## src/buzzer_timer_pkg.sv

```systemverilog
// Purpose: Shared constants for the free-running timer with buzzer output.
// Assumes: SYS_CLK is the main clock; the subsystem clock is sampled from a pin.
// Notes: Prescale masks give the count-clock period as a power of two.
package buzzer_timer_pkg;
    // Count-clock select codes
    localparam logic [1:0] CLK_SEL_DIV4 = 2'h0;
    localparam logic [1:0] CLK_SEL_DIV64 = 2'h1;
    localparam logic [1:0] CLK_SEL_DIV128 = 2'h2;
    localparam logic [1:0] CLK_SEL_SUB = 2'h3;
    // Prescaler masks for main clock divided by 4, 64 and 128
    localparam int PRE_W = 7;
    localparam logic [6:0] PRE_MASK_DIV4 = 7'h03;
    localparam logic [6:0] PRE_MASK_DIV64 = 7'h3F;
    localparam logic [6:0] PRE_MASK_DIV128 = 7'h7F;
    localparam logic [6:0] PRE_RESET = 7'h00;
    // Buzzer divider width covers the largest ratio of 8192
    localparam int BZ_DIV_W = 13;
    localparam logic [12:0] BZ_DIV_RESET = 13'h0000;
    // Counter, compare and capture reset values
    localparam logic [15:0] COUNTER_RESET = 16'h0000;
    localparam logic [15:0] COMPARE_RESET = 16'h0000;
    localparam logic [15:0] CAPTURE_RESET = 16'h0000;
endpackage : buzzer_timer_pkg

```

## src/buzzer_src_if.sv

```systemverilog
// Purpose: Carries the buzzer source clock tick and settings to the divider.
// Assumes: All signals are on SYS_CLK.
// Notes: The timer drives the tick; the divider returns the square wave.
interface buzzer_src_if;
    logic src_tick;
    logic [2:0] div_sel;
    logic wave;
    modport timer (output src_tick, output div_sel, input wave);
    modport divider (input src_tick, input div_sel, output wave);
endinterface : buzzer_src_if

```

## src/buzzer_divider.sv

```systemverilog
// Purpose: Divides the timer count clock into the buzzer square wave.
// Assumes: src_tick is a one-cycle pulse once per count-clock period.
// Notes: A select change takes effect at the next source tick.
module buzzer_divider (
    // Clock and reset
    input wire logic SYS_CLK,
    input wire logic RST,
    // Source tick, select and wave
    buzzer_src_if.divider bz
);
    logic [12:0] div;
    logic [12:0] next_div;
    logic [3:0] tap;

    // Bit of the divider whose period is the selected ratio
    function automatic logic [3:0] tap_of(input logic [2:0] sel);
        logic [3:0] t;
        t = 4'h3;
        unique case (sel)
            3'h0: t = 4'h3;
            3'h1: t = 4'h4;
            3'h2: t = 4'h7;
            3'h3: t = 4'h8;
            3'h4: t = 4'h9;
            3'h5: t = 4'hA;
            3'h6: t = 4'hB;
            3'h7: t = 4'hC;
        endcase
        return t;
    endfunction : tap_of

    // Divider step and tap selection
    assign next_div = div + 13'h0001;
    assign tap = tap_of(bz.div_sel);

    // Free-running divider; the tapped bit gives 50 percent duty
    always_ff @(posedge SYS_CLK) begin
        if (RST) begin
            div <= buzzer_timer_pkg::BZ_DIV_RESET;
            bz.wave <= 1'b0;
        end else if (bz.src_tick) begin
            div <= next_div;
            bz.wave <= next_div[tap];
        end
    end

    wave_on_tick_a: assert property (@(posedge SYS_CLK) disable iff (RST)
        $changed(bz.wave) |-> $past(bz.src_tick))
        else $error("Buzzer wave changed without a source tick");
    div16_period_a: assert property (@(posedge SYS_CLK) disable iff (RST)
        (bz.src_tick && bz.div_sel == 3'h0 && div[2:0] == 3'h7) |=> bz.wave == div[3])
        else $error("Divide-by-16 wave does not follow divider bit 3");
endmodule : buzzer_divider

```

## src/buzzer_timer.sv

```systemverilog
// Purpose: 16-bit free-running timer with compare, capture, readout and buzzer.
// Assumes: SYS_CLK is the main clock; SUB_CLK is the subsystem clock pin.
// Notes: Control bits are plain ports driven by CPU-side logic on SYS_CLK.
module buzzer_timer (
    // Clock and reset
    input wire logic SYS_CLK,
    input wire logic RST,
    // Clock status
    input wire logic SUB_CLK,
    input wire logic MAIN_CLK_RUN,
    input wire logic CPU_ON_SUB,
    input wire logic CPU_HIGH_SPEED,
    // Mode control
    input wire logic [1:0] COUNT_CLK_SEL,
    input wire logic [2:0] BUZZER_DIV_SEL,
    input wire logic BUZZER_OUT_ENABLE,
    input wire logic OUTPUT_INVERSION_ENABLE,
    // Compare value writes
    input wire logic CMP_WR_HI,
    input wire logic CMP_WR_LO,
    input wire logic CMP_WR_WORD,
    input wire logic [15:0] CMP_WDATA,
    // Interrupt
    input wire logic COMPARE_IRQ_MASK,
    input wire logic COMPARE_IRQ_FLAG_CLR,
    output logic COMPARE_IRQ_FLAG,
    output logic COMPARE_IRQ_REQUEST,
    // Capture and readout
    input wire logic CAPTURE_TRIG,
    output logic [15:0] CAPTURE_VALUE,
    output logic CAPTURE_OK,
    input wire logic READ_REQ,
    output logic [15:0] READ_DATA,
    output logic READ_VALID,
    // Timer output
    output logic TIMER_OUT,
    // Shared buzzer pin
    input wire logic BUZZER_PIN_DIRECTION,
    input wire logic BUZZER_PIN_LATCH,
    input wire logic BYTE_TIMER_OUT_ENABLE,
    input wire logic BYTE_TIMER_OUT,
    output logic BUZZER_PIN_OUT,
    output logic BUZZER_PIN_OE
);
    logic sub_meta;
    logic sub_sync;
    logic sub_prev;
    logic [6:0] pre;
    logic [15:0] counter;
    logic [15:0] compare_value;
    logic [15:0] next_cmp;
    logic irq_level;
    logic inv_prev;
    logic sub_src;
    logic [6:0] pre_mask;
    logic sub_rise;
    logic sub_fall;
    logic count_tick;
    logic mid_tick;
    logic cmp_wr;
    logic match_evt;
    logic inv_active;
    logic cap_ok;
    logic read_ok;

    buzzer_src_if bz ();

    // True when the masked prescaler bits equal the pattern
    function automatic logic pre_hit(input logic [6:0] p, input logic [6:0] m,
                                     input logic [6:0] pat);
        return (p & m) == pat;
    endfunction : pre_hit

    // Subsystem clock pin synchroniser and edge history
    always_ff @(posedge SYS_CLK) begin
        if (RST) begin
            sub_meta <= 1'b0;
            sub_sync <= 1'b0;
            sub_prev <= 1'b0;
        end else begin
            sub_meta <= SUB_CLK;
            sub_sync <= sub_meta;
            sub_prev <= sub_sync;
        end
    end

    // Count-clock selection and tick generation
    assign sub_src = COUNT_CLK_SEL == buzzer_timer_pkg::CLK_SEL_SUB;
    assign pre_mask = (COUNT_CLK_SEL == buzzer_timer_pkg::CLK_SEL_DIV4) ?
                      buzzer_timer_pkg::PRE_MASK_DIV4 :
                      (COUNT_CLK_SEL == buzzer_timer_pkg::CLK_SEL_DIV64) ?
                      buzzer_timer_pkg::PRE_MASK_DIV64 :
                      buzzer_timer_pkg::PRE_MASK_DIV128;
    assign sub_rise = sub_sync & ~sub_prev;
    assign sub_fall = ~sub_sync & sub_prev;
    // Without the buzzer the subclock is gated by the main clock
    assign count_tick = sub_src ? (sub_rise & (MAIN_CLK_RUN | BUZZER_OUT_ENABLE)) :
                        (MAIN_CLK_RUN & pre_hit(pre, pre_mask, pre_mask));
    assign mid_tick = sub_src ? (sub_fall & (MAIN_CLK_RUN | BUZZER_OUT_ENABLE)) :
                      (MAIN_CLK_RUN & pre_hit(pre, pre_mask, pre_mask >> 1));

    // Compare rewrite by byte or by word
    assign cmp_wr = CMP_WR_HI | CMP_WR_LO | CMP_WR_WORD;
    assign next_cmp = CMP_WR_WORD ? CMP_WDATA :
                      {CMP_WR_HI ? CMP_WDATA[15:8] : compare_value[15:8],
                       CMP_WR_LO ? CMP_WDATA[7:0] : compare_value[7:0]};
    // A match on a tick, or a rewrite landing on the current count
    assign match_evt = (count_tick & (counter == compare_value))
                       | (cmp_wr & (next_cmp == counter));
    assign inv_active = irq_level & OUTPUT_INVERSION_ENABLE;

    // Capture and read permission by clock combination
    assign cap_ok = MAIN_CLK_RUN & ~(sub_src & BUZZER_OUT_ENABLE);
    assign read_ok = sub_src ? (MAIN_CLK_RUN & ~BUZZER_OUT_ENABLE) :
                     (MAIN_CLK_RUN & ~CPU_ON_SUB & CPU_HIGH_SPEED);

    // Buzzer source is the very same count-clock tick
    assign bz.src_tick = count_tick;
    assign bz.div_sel = BUZZER_DIV_SEL;

    buzzer_divider divider_inst (
        .SYS_CLK(SYS_CLK),
        .RST(RST),
        .bz(bz.divider)
    );

    // Prescaler and free-running counter; a match never clears it
    always_ff @(posedge SYS_CLK) begin
        if (RST) begin
            pre <= buzzer_timer_pkg::PRE_RESET;
            counter <= buzzer_timer_pkg::COUNTER_RESET;
        end else begin
            pre <= MAIN_CLK_RUN ? pre + 7'h01 : pre;
            counter <= count_tick ? counter + 16'h0001 : counter;
        end
    end

    // Compare register; a rewrite onto the current count matches at once
    always_ff @(posedge SYS_CLK) begin
        if (RST) begin
            compare_value <= buzzer_timer_pkg::COMPARE_RESET;
        end else begin
            compare_value <= next_cmp;
        end
    end

    // Request level high from match to half a count period later
    always_ff @(posedge SYS_CLK) begin
        if (RST) begin
            irq_level <= 1'b0;
        end else begin
            irq_level <= match_evt | (irq_level & ~mid_tick);
        end
    end

    // Sticky flag, set wins over clear; masked request output
    always_ff @(posedge SYS_CLK) begin
        if (RST) begin
            COMPARE_IRQ_FLAG <= 1'b0;
            COMPARE_IRQ_REQUEST <= 1'b0;
        end else begin
            COMPARE_IRQ_FLAG <= match_evt | (COMPARE_IRQ_FLAG & ~COMPARE_IRQ_FLAG_CLR);
            COMPARE_IRQ_REQUEST <= match_evt & ~COMPARE_IRQ_MASK;
        end
    end

    // Timer output toggles as inversion meets a high request level
    always_ff @(posedge SYS_CLK) begin
        if (RST) begin
            inv_prev <= 1'b0;
            TIMER_OUT <= 1'b0;
        end else begin
            inv_prev <= inv_active;
            TIMER_OUT <= TIMER_OUT ^ (inv_active & ~inv_prev);
        end
    end

    // Capture and readout registers
    always_ff @(posedge SYS_CLK) begin
        if (RST) begin
            CAPTURE_VALUE <= buzzer_timer_pkg::CAPTURE_RESET;
            CAPTURE_OK <= 1'b0;
            READ_DATA <= buzzer_timer_pkg::COUNTER_RESET;
            READ_VALID <= 1'b0;
        end else begin
            CAPTURE_VALUE <= (CAPTURE_TRIG & cap_ok) ? counter : CAPTURE_VALUE;
            CAPTURE_OK <= cap_ok;
            READ_DATA <= READ_REQ ? counter : READ_DATA;
            READ_VALID <= READ_REQ & read_ok;
        end
    end

    // Shared pin: latch high or another driver overrides the wave
    always_ff @(posedge SYS_CLK) begin
        if (RST) begin
            BUZZER_PIN_OUT <= 1'b0;
            BUZZER_PIN_OE <= 1'b0;
        end else begin
            BUZZER_PIN_OUT <= BUZZER_PIN_LATCH | (BUZZER_OUT_ENABLE & bz.wave)
                              | (BYTE_TIMER_OUT_ENABLE & BYTE_TIMER_OUT);
            BUZZER_PIN_OE <= ~BUZZER_PIN_DIRECTION;
        end
    end

    count_step_a: assert property (@(posedge SYS_CLK) disable iff (RST)
        count_tick |=> counter == $past(counter) + 16'h0001)
        else $error("Counter did not step on a count tick");
    flag_set_wins_a: assert property (@(posedge SYS_CLK) disable iff (RST)
        (match_evt && COMPARE_IRQ_FLAG_CLR) |=> COMPARE_IRQ_FLAG)
        else $error("Flag lost when set and clear met");
    irq_window_a: assert property (@(posedge SYS_CLK) disable iff (RST)
        (match_evt ##1 !mid_tick && !match_evt) |-> ##1 irq_level)
        else $error("Request level fell before half period");
    irq_end_a: assert property (@(posedge SYS_CLK) disable iff (RST)
        (mid_tick && !match_evt) |=> !irq_level)
        else $error("Request level held past half period");
    out_toggle_a: assert property (@(posedge SYS_CLK) disable iff (RST)
        (inv_active && !inv_prev) |=> TIMER_OUT != $past(TIMER_OUT))
        else $error("Timer output missed an inversion");
    sync_stop_a: assert property (@(posedge SYS_CLK) disable iff (RST)
        (!MAIN_CLK_RUN && !BUZZER_OUT_ENABLE) |-> !count_tick)
        else $error("Counting with main clock stopped and buzzer off");
    sub_excl_a: assert property (@(posedge SYS_CLK) disable iff (RST)
        (sub_src && BUZZER_OUT_ENABLE && READ_REQ) |=> !READ_VALID && !CAPTURE_OK)
        else $error("Read or capture allowed with unsynchronised subclock");
    read_speed_a: assert property (@(posedge SYS_CLK) disable iff (RST)
        (READ_REQ && !sub_src && !CPU_HIGH_SPEED) |=> !READ_VALID)
        else $error("Read marked valid at low CPU speed");
    pin_quiet_a: assert property (@(posedge SYS_CLK) disable iff (RST)
        (!BUZZER_OUT_ENABLE && !BUZZER_PIN_LATCH && !BYTE_TIMER_OUT_ENABLE) |=> !BUZZER_PIN_OUT)
        else $error("Buzzer pin active while disabled");
endmodule : buzzer_timer

```

## config.mk

```make
export PLATFORM = sky130hd
export DESIGN_NAME = buzzer_timer
export DESIGN_NICKNAME = d
export VERILOG_FILES = /design/src/buzzer_timer_pkg.sv /design/src/buzzer_src_if.sv /design/src/buzzer_divider.sv /design/src/buzzer_timer.sv
export SDC_FILE = /design/constraint.sdc
export NUM_CORES = 1
export LEC_CHECK = 0
export BUFFER_PORTS_ARGS = -buffer_cell sky130_fd_sc_hd__buf_2
export CELL_PAD_IN_SITES_DETAIL_PLACEMENT = 1
export CELL_PAD_IN_SITES_GLOBAL_PLACEMENT = 1
export CORE_MARGIN = 4
export CORE_UTILIZATION = 38
export DETAILED_ROUTE_END_ITERATION = 10
export HOLD_SLACK_MARGIN = 0.15
export PLACE_DENSITY_LB_ADDON = 0.1
export SLEW_MARGIN = 20
export SYNTH_ARGS = -nofsm -noshare
export SYNTH_HDL_FRONTEND = slang
export SYNTH_HIERARCHICAL = 1
export SYNTH_SLANG_ARGS = --single-unit
```

## constraint.sdc

```tcl
create_clock -name SYS_CLK -period 2.59 [get_ports SYS_CLK]
set_clock_uncertainty 0.15 [all_clocks]
set_input_delay 0.3885 -clock SYS_CLK [delete_from_list [all_inputs] [get_ports SYS_CLK]]
set_output_delay 0.3885 -clock SYS_CLK [all_outputs]
set_load 0.05 [all_outputs]
```

==> impl_metrics.py <==
metrics = {
    "pwr": {
        "power_frac_clock_pct": 43.7,
        "leakagePower_uw": 0.002395,
        "p_switching_uw": 809.1,
        "seqPwrFrac_pct": 47.6,
        "sw_frac_of_total_pct": 25.06,
        "ir_drop_v": 0.0003659,
        "powerDensity_nw_per_um2": 554.5,
        "p_int_uw": 2420,
        "power_frac_comb_pct": 8.8,
    },
    "floorplan": {
        "die_y_um": 121.0,
        "die_w_um": 121.0,
        "dieArea_sq_um": 14640,
        "floorplan.initialDensity_pct": 38.62,
        "io_pins": 79,
        "rows": 41,
        "core-area_sq_um": 12570,
    },
    "global_routing": {
        "grt_pass1_vias": 4545,
        "grt_overflow": 0,
        "grtUsageTotal_pct": 19.74,
        "grt_pass1_wl_um": 23020,
        "grt_antenna_before_repair": 0,
        "grt_max_degree": 96,
    },
    "cts": {
        "clk_latency_ps": 350,
        "cts_root_buffer": "clkbuf_16",
        "numCtsBuffers": 9,
        "clkTransAtPathRegs_ps": 70,
        "cts_tree": "yes",
        "clockBufferDepth": 2,
        "clock_sinks": 97,
        "cts_setup_buffers": 0,
        "cts_max_level": 3,
    },
    "placed_design": {
        "io_buffers": 78,
        "dpl.hpwl_um": 10030,
        "gp_congestion": 0.8444,
        "place_inst": 796,
    },
    "synthesis": {
        "synth_edf_count": 0,
        "synthCells": 571,
        "synth_top_area_share_pct": 40.01,
        "yosys-top-cells-area": "dfxtp_1 (40%), nand2_1 (5.4%), xor2_1 (5.4%)",
        "ys_seq_elements": 97,
        "synth_sequential_area_ratio_pct": 40.01,
        "syn_area_per_cell_sq_um": 8.500,
        "yosysMostFrequentCell": "dfxtp_1",
        "yosysWarnings": 6,
        "synthArstFlopShare_pct": 0,
        "ys.flop_type": "dfxtp_1",
        "ys_top_cells_by_count": "dfxtp_1 (97), nand2_1 (70), nor2_1 (67), a21oi_1 (39), xor2_1 (30)",
        "synth_cell_types": 65,
        "synth_nets": 615,
        "synth_top_area_cell": "dfxtp_1",
        "synth_area_sq_um": 4853,
    },
    "critical_path": {
        "cpMaxStageDelayCell": "or4_1",
        "end_kind": "flip-flop",
        "startpoint_type": "flip-flop",
        "path_max_fanout": 4,
        "arrival_ps": 2550,
        "path_class": "flip-flop to flip-flop",
        "ff2ff_path_depth": 10,
        "worstPathRequired_ps": 2700,
        "cp_cell_sequence": "ha_2 > and4_1 > a2bb2oi_1 > o221a_4 > inv_2 > o21bai_1 > or4_1 > a31oi_1 > o31ai_1 > o311ai_1",
        "slowest_delay_ps": 470,
    },
    "timing": {
        "fmax_ghz": 0.4093,
        "worst_pin_slew_ps": 1008,
        "post-route-period-util_pct": 94.34,
        "grt_setup_unrepaired": "false",
        "setup_viol": 0,
        "fin_setup_tns_ps": 0,
        "relSlewSlack_pct": 32.80,
        "hold_viol_final": 0,
        "period_needed_ps": 2443,
        "finalMaxSlewViolations": 0,
    },
    "layout": {
        "num-nets-final": 691,
        "drive_gt1_share_pct": 19.79,
        "area_delta_synth_final_pct": 20.01,
        "diodes": 0,
        "final_cells": 824,
        "fillerInstances": 1512,
    },
    "routing": {
        "drcViolationCount": 0,
        "drt_iter0_drc": 184,
        "wl_per_cell_um": 16.87,
        "first_pass_iters": 4,
        "wl_um": 13900,
        "viasPerCell": 5.233,
        "vias": 4312,
        "ant_nets": 0,
    },
    "run_status": {
        "run_status": "complete, no violations",
    },
    "worst_hold_path": {
        "hold-path-cell-count": 3,
        "hp-class": "primary input to flip-flop",
    },
    "run": {
        "maxCapViolCount": 0,
    },
}
-- cell families (layout without fill, tap and decap cells) --
logic type,after synthesis,count (layout),share of synthesized area [%]
adder cells (fa/ha/maj),4,4,1.031
flip-flops,97,97,40.01
multiplexers,25,25,5.156
AO/OA/AOI/OAI,94,94,13.61
XOR/XNOR,51,51,9.203
AND/OR/NAND/NOR,241,241,25.50
buffers and inverters,59,140,5.491
-- state kept, by name, summed over array words and instances (netlist names), 7 cells and up --
| name | flops |
|---|---|
| counter | 16 |
| READ_DATA | 16 |
| compare_value | 16 |
| CAPTURE_VALUE | 16 |
| divider_inst/div | 13 |
| pre | 7 |
-- power groups by stage --
stage	Clock, uW	Combinational [uW]	Sequential [uW]
floorplan	0	166	1580
global placement	0	262	1570
detailed placement	0	269	1570
CTS	1460	286	1540
global route	1510	313	1540
finish	1410	283	1540
-- final cells by class --
cell class | instances | area, sq um | area share (%)
inverter | 16 | 60.06 | 1.031
tap | 172 | 215.2 | 3.695
clock inverter | 6 | 75.07 | 1.289
clock buffer | 10 | 239.0 | 4.103
sequential | 97 | 1942 | 33.34
multi-input combinational | 415 | 2648 | 45.46
timing repair buffer | 108 | 645.6 | 11.08
-- path summary, 6_finish.rpt --
kind | slack (ps) | start | to
max | 150 | pre[0] | divider_inst/bz.wave
min | 160 | CMP_WDATA[4] | compare_value[4]
max reg2reg | 150 | pre[0] | divider_inst/bz.wave
min reg2reg | 300 | sub_meta | sub_sync
-- cells in the final DEF (no fill, tap or decap), types with 3 or more instances in the layout --
master	n
clkbuf_16	9
o31a_1	3
nor3_1	5
or3_1	7
buf_2	78
clkinvlp_4	3
and4_1	3
nor4_1	8
nand2_1	70
nand2b_1	8
dlygate4sd3_1	12
xor2_1	30
nor2_1	67
xnor2_1	21
o211ai_1	4
buf_4	18
mux2i_1	25
nand3_1	15
o21ai_0	10
inv_1	15
and3_1	7
a21oi_1	39
nand4_1	18
nor2b_1	14
and2_1	3
a31oi_1	3
dfxtp_1	97
ha_1	3
nand3b_1	3
o22ai_1	5
-- repair_timing --
| action | 4_1_cts | 5_1_grt |
|---|---|---|
| gates resized for setup | 0 | 1 |
| endpoints found under the setup margin | 0 | 1 |
| endpoints found under the hold margin | 11 | 0 |
| hold buffers | 12 | 0 |
-- routing by layer --
layer,global-route usage (%),wire [um]
met5,0,0
met4,5.028,191
met3,4.848,540
met2,35.39,7049
met1,23.54,6119
-- critical path: cells and delay by family, from the launching register on --
family          cells  cell delay, ps
compound gates      6             880
fa+ha+maj           1             240
buf+inv             1              60
flops               1             340
simple gates        2             680
-- through the flow --
step | hold WS, ps | utilization, % | worst slack (ps) | area, sq um | power [uW]
floorplan | 263.8 | - | 146.2 | 4853 | 1746
global placement | 285.4 | 42.87 | 248.4 | 5388 | 1832
detailed placement | 284.2 | 42.87 | 138.6 | 5388 | 1840
CTS | 150.8 | 46.32 | 118.0 | 5822 | 3283
global route | 170.3 | 46.34 | 20.24 | 5824 | 3361
finish | 160.5 | 46.34 | 146.6 | 5824 | 3229
Note: power is estimated with default switching activity, not from simulation.
